[config.mk]
export PLATFORM = sky130hd
export DESIGN_NAME = mmsc_top
export DESIGN_NICKNAME = d
export VERILOG_FILES = /design/src/logic/mmsc_pkg.sv /design/src/logic/mmsc_top.sv
export SDC_FILE = /design/constraint.sdc
export NUM_CORES = 1
export LEC_CHECK = 0
export ABC_AREA = 1
export BUFFER_PORTS_ARGS = -buffer_cell sky130_fd_sc_hd__buf_2
export CORE_MARGIN = 4
export CORE_UTILIZATION = 56
export CTS_CLUSTER_SIZE = 30
export DETAILED_ROUTE_END_ITERATION = 7
export HOLD_SLACK_MARGIN = 0.1
export PLACE_DENSITY = 0.9
export SKIP_CTS_REPAIR_TIMING = 1
export SYNTH_ARGS = -nofsm -noshare
export SYNTH_HDL_FRONTEND = slang
export SYNTH_SLANG_ARGS = --single-unit
export TNS_END_PERCENT = 5
[constraint.sdc]
create_clock -name aclk -period 2.2 [get_ports aclk]
set_input_delay 0.11 -clock aclk [delete_from_list [all_inputs] [get_ports aclk]]
set_output_delay 0.11 -clock aclk [all_outputs]
set_load 0.005 [all_outputs]
[src/logic/mmsc_pkg.sv]
// package for the motor mode and standby controller
// assumes one 125 MHz clock and an AXI4-Lite register port
package mmsc_pkg;
	// ****************************************
	// register map
	// ****************************************
	localparam logic [7:0] REG_CTRL_ADDR = 8'h00;
	localparam logic [7:0] REG_STAT_ADDR = 8'h04;
	// register 14 keeps its number as an index; the byte address is four times it
	localparam int REG_CFG14_IDX = 14;
	localparam logic [7:0] REG_CFG14_ADDR = 8'(REG_CFG14_IDX * 4);
	localparam int CFG14_SEL_BIT = 7;
	localparam int CTRL_BLOCK_A_BIT = 0;
	localparam int CTRL_BLOCK_B_BIT = 1;
	localparam int CTRL_BLOCK_C_BIT = 2;
	localparam int CTRL_ERRCLR_BIT = 3;
	localparam logic [7:0] CFG14_RESET = 8'h00;
	localparam logic [2:0] CTRL_RESET = 3'h0;
	localparam logic [1:0] RESP_OKAY = 2'h0;
	localparam logic [1:0] RESP_SLVERR = 2'h2;
	// ****************************************
	// timing
	// ****************************************
	localparam int CLK_MHZ = 125;
	localparam int STANDBY_INPUT_PIN_HOLD_MS = 100;
	localparam int STANDBY_INPUT_PIN_HOLD_CYC = STANDBY_INPUT_PIN_HOLD_MS * 1000 * CLK_MHZ;
	localparam int RESTART_MS = 1000;
	localparam int RESTART_CYC = RESTART_MS * 1000 * CLK_MHZ;
	localparam int BRAKE_MS = 1000;
	localparam int BRAKE_CYC = BRAKE_MS * 1000 * CLK_MHZ;
	localparam int LOAD_WORDS = 32;
	typedef enum logic [2:0] {
		ST_STANDBY = 3'b000,
		ST_LOAD = 3'b001,
		ST_BRAKE = 3'b010,
		ST_IDLE = 3'b011,
		ST_START = 3'b100,
		ST_RUN = 3'b101,
		ST_ERROR = 3'b110
	} mmsc_state_type;
	typedef struct packed {
		logic drive_en;
		logic brake_en;
		logic start_en;
		logic outputs_off;
	} mmsc_drive_type;
endpackage : mmsc_pkg

[src/logic/mmsc_top.sv]
// operating mode controller: power-up load, brake, idle, run, error, standby
// assumes pins are asynchronous and the startup block on aclk answers start_done
//
// How it works
// after reset without standby: load store, run brake, then idle
// speed command starts motor via startup; withdrawal stops driving
// a fault in start or run enters error mode; restart after restart time
// in error mode with speed at stop, go to idle
// standby turns all outputs off and clears latched errors
// select 0: standby whenever standby pin is low
// select 1: standby needs pin low and speed command zero
// select 1: any blocking setting set forbids standby
// host holds standby condition at least 100 ms to leave normal operation
// idle turns off all power transistors; speed command goes to startup
// leaving standby repeats load, brake, then idle
`timescale 1ns/1ns
module mmsc_top
	import mmsc_pkg::*;
#(
	parameter int STANDBY_INPUT_PIN_HOLD = mmsc_pkg::STANDBY_INPUT_PIN_HOLD_CYC,
	parameter int RESTART = mmsc_pkg::RESTART_CYC,
	parameter int BRAKE = mmsc_pkg::BRAKE_CYC
) (
	input wire logic aclk,
	input wire logic aresetn,
	input wire logic standby_input_pin,
	input wire logic speed_cmd_pin,
	input wire logic fault_in,
	input wire logic start_done,
	input wire logic [7:0] s_axi_awaddr,
	input wire logic s_axi_awvalid,
	output logic s_axi_awready,
	input wire logic [31:0] s_axi_wdata,
	input wire logic [3:0] s_axi_wstrb,
	input wire logic s_axi_wvalid,
	output logic s_axi_wready,
	output logic [1:0] s_axi_bresp,
	output logic s_axi_bvalid,
	input wire logic s_axi_bready,
	input wire logic [7:0] s_axi_araddr,
	input wire logic s_axi_arvalid,
	output logic s_axi_arready,
	output logic [31:0] s_axi_rdata,
	output logic [1:0] s_axi_rresp,
	output logic s_axi_rvalid,
	input wire logic s_axi_rready,
	output logic parameter_store_rd,
	output mmsc_pkg::mmsc_drive_type drive_r,
	output logic error_flag_r
);
	import mmsc_pkg::*;

	function automatic logic addr_hit(input logic [7:0] a, input logic [7:0] r);
		addr_hit = (a[7:2] == r[7:2]);
	endfunction : addr_hit

	// ****************************************
	// pin synchronisers
	// ****************************************
	logic [1:0] standby_input_pin_sync_r, spd_sync_r, flt_sync_r;
	logic [1:0] standby_input_pin_sync_nxt, spd_sync_nxt, flt_sync_nxt;
	logic standby_input_pin_low, spd_on, fault;
	always_comb begin
		standby_input_pin_sync_nxt = {standby_input_pin_sync_r[0], standby_input_pin};
		spd_sync_nxt = {spd_sync_r[0], speed_cmd_pin};
		flt_sync_nxt = {flt_sync_r[0], fault_in};
		standby_input_pin_low = ~standby_input_pin_sync_r[1];
		spd_on = spd_sync_r[1];
		fault = flt_sync_r[1];
	end
	always_ff @(posedge aclk) begin
		if (!aresetn) begin
			standby_input_pin_sync_r <= 2'h3;
			spd_sync_r <= 2'h0;
			flt_sync_r <= 2'h0;
		end else begin
			standby_input_pin_sync_r <= standby_input_pin_sync_nxt;
			spd_sync_r <= spd_sync_nxt;
			flt_sync_r <= flt_sync_nxt;
		end
	end

	// ****************************************
	// registers over AXI4-Lite
	// ****************************************
	logic [7:0] cfg14_r, cfg14_nxt;
	logic [2:0] ctrl_r, ctrl_nxt;
	logic aw_hold_r, aw_hold_nxt, w_hold_r, w_hold_nxt;
	logic [7:0] awaddr_r, awaddr_nxt;
	logic [31:0] wdata_r, wdata_nxt;
	logic [3:0] wstrb_r, wstrb_nxt;
	logic bvalid_r, bvalid_nxt, rvalid_r, rvalid_nxt;
	logic [1:0] bresp_r, bresp_nxt, rresp_r, rresp_nxt;
	logic [31:0] rdata_r, rdata_nxt;
	logic err_clear_req;
	mmsc_state_type state_r, state_nxt;

	always_comb begin
		aw_hold_nxt = aw_hold_r;
		w_hold_nxt = w_hold_r;
		awaddr_nxt = awaddr_r;
		wdata_nxt = wdata_r;
		wstrb_nxt = wstrb_r;
		bvalid_nxt = bvalid_r;
		bresp_nxt = bresp_r;
		rvalid_nxt = rvalid_r;
		rresp_nxt = rresp_r;
		rdata_nxt = rdata_r;
		cfg14_nxt = cfg14_r;
		ctrl_nxt = ctrl_r;
		err_clear_req = 1'b0;
		if (s_axi_awvalid && !aw_hold_r && !bvalid_r) begin
			aw_hold_nxt = 1'b1;
			awaddr_nxt = s_axi_awaddr;
		end
		if (s_axi_wvalid && !w_hold_r && !bvalid_r) begin
			w_hold_nxt = 1'b1;
			wdata_nxt = s_axi_wdata;
			wstrb_nxt = s_axi_wstrb;
		end
		if (aw_hold_r && w_hold_r) begin
			aw_hold_nxt = 1'b0;
			w_hold_nxt = 1'b0;
			bvalid_nxt = 1'b1;
			bresp_nxt = RESP_OKAY;
			if (addr_hit(awaddr_r, REG_CFG14_ADDR)) begin
				if (wstrb_r[0])
					cfg14_nxt = wdata_r[7:0];
			end else if (addr_hit(awaddr_r, REG_CTRL_ADDR)) begin
				if (wstrb_r[0]) begin
					ctrl_nxt = wdata_r[2:0];
					err_clear_req = wdata_r[CTRL_ERRCLR_BIT];
				end
			end else if (!addr_hit(awaddr_r, REG_STAT_ADDR)) begin
				bresp_nxt = RESP_SLVERR;
			end
		end
		if (bvalid_r && s_axi_bready)
			bvalid_nxt = 1'b0;
		if (s_axi_arvalid && !rvalid_r) begin
			rvalid_nxt = 1'b1;
			rresp_nxt = RESP_OKAY;
			rdata_nxt = 32'h0;
			if (addr_hit(s_axi_araddr, REG_CFG14_ADDR))
				rdata_nxt = {24'h0, cfg14_r};
			else if (addr_hit(s_axi_araddr, REG_CTRL_ADDR))
				rdata_nxt = {29'h0, ctrl_r};
			else if (addr_hit(s_axi_araddr, REG_STAT_ADDR))
				rdata_nxt = {26'h0, error_flag_r, standby_input_pin_low, spd_on, state_r};
			else
				rresp_nxt = RESP_SLVERR;
		end else if (rvalid_r && s_axi_rready) begin
			rvalid_nxt = 1'b0;
		end
	end
	assign s_axi_bvalid = bvalid_r;
	assign s_axi_bresp = bresp_r;
	assign s_axi_rvalid = rvalid_r;
	assign s_axi_rresp = rresp_r;
	assign s_axi_rdata = rdata_r;

	always_ff @(posedge aclk) begin
		if (!aresetn) begin
			aw_hold_r <= 1'b0;
			w_hold_r <= 1'b0;
			awaddr_r <= 8'h00;
			wdata_r <= 32'h0;
			wstrb_r <= 4'h0;
			bvalid_r <= 1'b0;
			bresp_r <= RESP_OKAY;
			rvalid_r <= 1'b0;
			rresp_r <= RESP_OKAY;
			rdata_r <= 32'h0;
			cfg14_r <= CFG14_RESET;
			ctrl_r <= CTRL_RESET;
			s_axi_awready <= 1'b1;
			s_axi_wready <= 1'b1;
			s_axi_arready <= 1'b1;
		end else begin
			aw_hold_r <= aw_hold_nxt;
			w_hold_r <= w_hold_nxt;
			awaddr_r <= awaddr_nxt;
			wdata_r <= wdata_nxt;
			wstrb_r <= wstrb_nxt;
			bvalid_r <= bvalid_nxt;
			bresp_r <= bresp_nxt;
			rvalid_r <= rvalid_nxt;
			rresp_r <= rresp_nxt;
			rdata_r <= rdata_nxt;
			cfg14_r <= cfg14_nxt;
			ctrl_r <= ctrl_nxt;
			// readies from flops: same value as the old decode, no path back from the valids
			s_axi_awready <= !aw_hold_nxt && !bvalid_nxt;
			s_axi_wready <= !w_hold_nxt && !bvalid_nxt;
			s_axi_arready <= !rvalid_nxt;
		end
	end

	// ****************************************
	// standby qualification
	// ****************************************
	logic standby_input_pin_want, blocked;
	logic [31:0] hold_cnt_r, hold_cnt_nxt;
	logic standby_input_pin_go;
	always_comb begin
		blocked = ctrl_r[CTRL_BLOCK_A_BIT] | ctrl_r[CTRL_BLOCK_B_BIT] | ctrl_r[CTRL_BLOCK_C_BIT];
		if (!cfg14_r[CFG14_SEL_BIT])
			standby_input_pin_want = standby_input_pin_low;
		else
			standby_input_pin_want = standby_input_pin_low && !spd_on && !blocked;
		hold_cnt_nxt = standby_input_pin_want ? hold_cnt_r : 32'h0;
		if (standby_input_pin_want && hold_cnt_r < 32'(STANDBY_INPUT_PIN_HOLD))
			hold_cnt_nxt = hold_cnt_r + 32'h1;
		// the 100 ms filter keeps glitches on the pin from dropping the motor
		standby_input_pin_go = standby_input_pin_want && (hold_cnt_r >= 32'(STANDBY_INPUT_PIN_HOLD));
	end

	// ****************************************
	// mode sequencer
	// ****************************************
	logic [31:0] tmr_r, tmr_nxt;
	logic err_lat_nxt;
	mmsc_drive_type drive_nxt;
	always_comb begin
		state_nxt = state_r;
		tmr_nxt = tmr_r + 32'h1;
		err_lat_nxt = error_flag_r;
		case (state_r)
			ST_STANDBY: begin
				err_lat_nxt = 1'b0;
				tmr_nxt = 32'h0;
				if (!standby_input_pin_want)
					state_nxt = ST_LOAD;
			end
			ST_LOAD: begin
				if (tmr_r == 32'(LOAD_WORDS - 1)) begin
					state_nxt = ST_BRAKE;
					tmr_nxt = 32'h0;
				end
			end
			ST_BRAKE: begin
				if (tmr_r >= 32'(BRAKE - 1)) begin
					state_nxt = ST_IDLE;
					tmr_nxt = 32'h0;
				end
			end
			ST_IDLE: begin
				if (spd_on) begin
					state_nxt = ST_START;
					tmr_nxt = 32'h0;
				end
			end
			ST_START: begin
				if (!spd_on)
					state_nxt = ST_IDLE;
				else if (start_done)
					state_nxt = ST_RUN;
			end
			ST_RUN: begin
				if (!spd_on)
					state_nxt = ST_IDLE;
			end
			ST_ERROR: begin
				if (!spd_on)
					state_nxt = ST_IDLE;
				else if (tmr_r >= 32'(RESTART - 1)) begin
					state_nxt = ST_START;
					tmr_nxt = 32'h0;
				end
			end
			default: state_nxt = ST_STANDBY;
		endcase
		if (fault && (state_r == ST_START || state_r == ST_RUN)) begin
			state_nxt = ST_ERROR;
			tmr_nxt = 32'h0;
		end
		// a fault in the same cycle as a software clear keeps the flag
		if (err_clear_req && !fault)
			err_lat_nxt = 1'b0;
		if (fault && state_r != ST_STANDBY)
			err_lat_nxt = 1'b1;
		if (state_r != ST_STANDBY && standby_input_pin_go) begin
			state_nxt = ST_STANDBY;
			err_lat_nxt = 1'b0;
		end
		drive_nxt.drive_en = (state_nxt == ST_RUN);
		drive_nxt.start_en = (state_nxt == ST_START);
		drive_nxt.brake_en = (state_nxt == ST_BRAKE);
		drive_nxt.outputs_off = (state_nxt == ST_STANDBY) || (state_nxt == ST_IDLE);
	end

	always_ff @(posedge aclk) begin
		if (!aresetn) begin
			state_r <= ST_LOAD;
			tmr_r <= 32'h0;
			error_flag_r <= 1'b0;
			drive_r <= '{drive_en: 1'b0, brake_en: 1'b0, start_en: 1'b0, outputs_off: 1'b1};
			hold_cnt_r <= 32'h0;
			parameter_store_rd <= 1'b1;
		end else begin
			state_r <= state_nxt;
			tmr_r <= tmr_nxt;
			error_flag_r <= err_lat_nxt;
			drive_r <= drive_nxt;
			hold_cnt_r <= hold_cnt_nxt;
			parameter_store_rd <= (state_nxt == ST_LOAD);
		end
	end
endmodule : mmsc_top

==> flow_metrics.env <==
export IMPL_die_w_um=110
export IMPL_yosysWarnings=0
export IMPL_placed_cell_area_sq_um=6180
export IMPL_worstSetupStartpointType="flop"
export IMPL_via_per_inst=5.19
export IMPL_synth_largest_area_cell="dfxtp_1"
export IMPL_finalNetCount=990
export IMPL_drtIter0Drc=565
export IMPL_grt_antenna_before_repair=0
export IMPL_grt_setup_unrepaired="false"
export IMPL_ios=110
export IMPL_clockRootBuffer="clkbuf_8"
export IMPL_slew_viol_final=0
export IMPL_ff2ff_setup_slack_ns=0.10
export IMPL_powerDensity_nw_per_um2=751
export IMPL_post_route_period_util=0.953
export IMPL_route_detailed_drc=0
export IMPL_grt_overflow_total=0
export IMPL_clk_pin_slew_ns=0.06
export IMPL_first_pass_iters=5
export IMPL_drive_gt1_frac=0.126
export IMPL_synthTopCellsByArea="dfxtp_1 (42%), nand2_1 (9.7%), nor2_1 (8.3%)"
export IMPL_fillers=750
export IMPL_critPathLaunch="s_axi_rvalid"
export IMPL_arrival_ns=2.52
export IMPL_hold_path_depth=6
export IMPL_synth_edf_count=0
export IMPL_max_freq_mhz=477
export IMPL_place_gp_congestion=0.965
export IMPL_tightest_slew_ns=0.497
export IMPL_htreeDepth=4
export IMPL_synth_top_area_frac=0.418
export IMPL_setup_tns_ns=0
export IMPL_synth_distinct_cells=41
export IMPL_rr_worst_depth=7
export IMPL_wirelength_um=14900
export IMPL_cp_max_fo=5
export IMPL_ys_async_sr_fraction=0
export IMPL_hp_class="in -> reg"
export IMPL_drv_cap=0
export IMPL_synth_ff_type="dfxtp_1"
export IMPL_cp_end_kind="flop"
export IMPL_post_route_util=0.692
export IMPL_crit_type="reg -> reg"
export IMPL_vias=5565
export IMPL_rows=37
export IMPL_synth_cells=829
export IMPL_ir_drop_uv=561
export IMPL_r2r_start="s_axi_rvalid"
export IMPL_io_buffers=52
export IMPL_multi_input_area_sq_um=2770
export IMPL_die_h_um=110
export IMPL_synth_seq_cells=122
export IMPL_syn_avg_cell_area_sq_um=7.06
export IMPL_status="completed"
export IMPL_wl_per_cell_um=13.9
export IMPL_start_util=0.572
export IMPL_finalInstanceArea_sq_um=7080
export IMPL_synth_area_sq_um=5850
export IMPL_cp_required_ns=2.62
export IMPL_track_usage=0.226
export IMPL_diodes=0
export IMPL_total_power_uw=5320
export IMPL_area_growth_pct=21.1
export IMPL_min_period_ns=2.10
export IMPL_setup_viol=0
export IMPL_final_cell_mix="nand2_1 (151), nor2_1 (128), dfxtp_1 (122)"
export IMPL_hp_start="s_axi_araddr[6]"
export IMPL_core_area_sq_um=10200
export IMPL_fin_skew_ns=0.0200
export IMPL_layout_commonest_cell="nand2_1"
export IMPL_leakage_uw=0.00311
export IMPL_cts_tree="done"
export IMPL_grt_pass1_vias=5058
export IMPL_holdPathEnd="s_axi_rdata[4]"
export IMPL_insertion_delay_ns=0.54
export IMPL_cts_buffers=17
export IMPL_grt_pass1_wl_um=22000
export IMPL_die_area_sq_um=12100
export IMPL_drtAntennaViolNets=0
export IMPL_dp_hpwl_um=9110
export IMPL_r2r_end="s_axi_rvalid"
export IMPL_clockBufferDepth=2
export IMPL_fin_cells=1073
export IMPL_hold_violations=0
export IMPL_grt_max_degree=35
export IMPL_clock_sinks=122
export IMPL_place_inst=1010
export IMPL_maxSlewHeadroom=0.666
export IMPL_regArea_sq_um=2440
export IMPL_synth_seq_area_share=0.418
==> stage by stage <==
step | hold slack, ns | setup slack [ns]
finish | 0.103 | 0.104
global route | 0.148 | 0.0124
global placement | 0.298 | 0.266
detailed placement | 0.301 | 0.222
CTS | -0.248 | 0.149
floorplan | 0.208 | 0.472
==> flip-flops by register name, summed over array words and instances (netlist names), 2 cells and up <==
| register | count |
|---|---|
| hold_cnt_r | 32 |
| spd_sync_r | 2 |
| tmr_r | 32 |
| cfg14_r | 8 |
| wdata_r | 8 |
| s_axi_rdata | 8 |
| drive_r | 4 |
| state_r | 3 |
| ctrl_r | 3 |
| awaddr_r | 6 |
| flt_sync_r | 2 |
| standby_input_pin_sync_r | 2 |
==> cells in the mapped netlist, types with 4 or more instances <==
library cell / instances
nand2_1: 151
xnor2_1: 7
inv_1: 119
a21oi_1: 53
dfxtp_1: 122
clkbuf_1: 10
inv_2: 4
o21ai_0: 42
or2_2: 4
nor4_1: 5
nand4_1: 16
xor2_1: 26
nor3_1: 22
nor2_4: 4
nand3_1: 48
buf_4: 26
nor2_1: 129
==> per-layer routing <==
metal  vias up  wire length, um  global-route usage
met5         -                0                   0
met4         0              483              0.0906
met3        41              949              0.0629
met2       209             7290               0.373
met1      2551             6190               0.281
li1       2764                -                   -
==> layout make-up <==
cell class,count,share of cell area
Sequential cell,122,0.345
Clock buffer,17,0.0585
Clock inverter,15,0.0240
Multi-Input combinational cell,567,0.391
Timing Repair Buffer,92,0.0919
Inverter,124,0.0657
Tap cell,136,0.0240
==> power by group <==
| part | switching (uW) | total, uW | internal (uW) |
|---|---|---|---|
| sequential | 34.0 | 2300 | 2270 |
| clock | 1230 | 2710 | 1470 |
| combinational | 179 | 312 | 133 |
| total | 1450 | 5320 | 3870 |
==> worst max-delay path by stage <==
stage                        end  slack [ns]  cells past startpoint
global route           tmr_r[23]        0.01                     12
global placement       tmr_r[28]        0.27                     13
CTS                    tmr_r[16]        0.15                     13
floorplan              tmr_r[10]        0.47                     13
finish              s_axi_rvalid        0.10                      7
detailed placement     tmr_r[16]        0.22                     13
==> worst max-delay path: stages, from the launching register on <==
cell and delay (ns):
dfxtp_1 0.34, inv_1 0.07, nand2_1 0.16, o21ai_0 0.12, dlygate4sd3_1 0.59, nand2_1 0.07, dlygate4sd3_1 0.58, inv_1 0.05
==> logic make-up after synthesis <==
group	count (synthesis)	synth area share
AND/OR/NAND/NOR	396	0.301
AO/OA/AOI/OAI	109	0.0986
flip-flops	122	0.418
adder cells (fa/ha/maj)	3	0.00642
other	1	0.000641
buffers and inverters	165	0.127
XOR/XNOR	33	0.0494
Power figures use the tool's default switching activity.
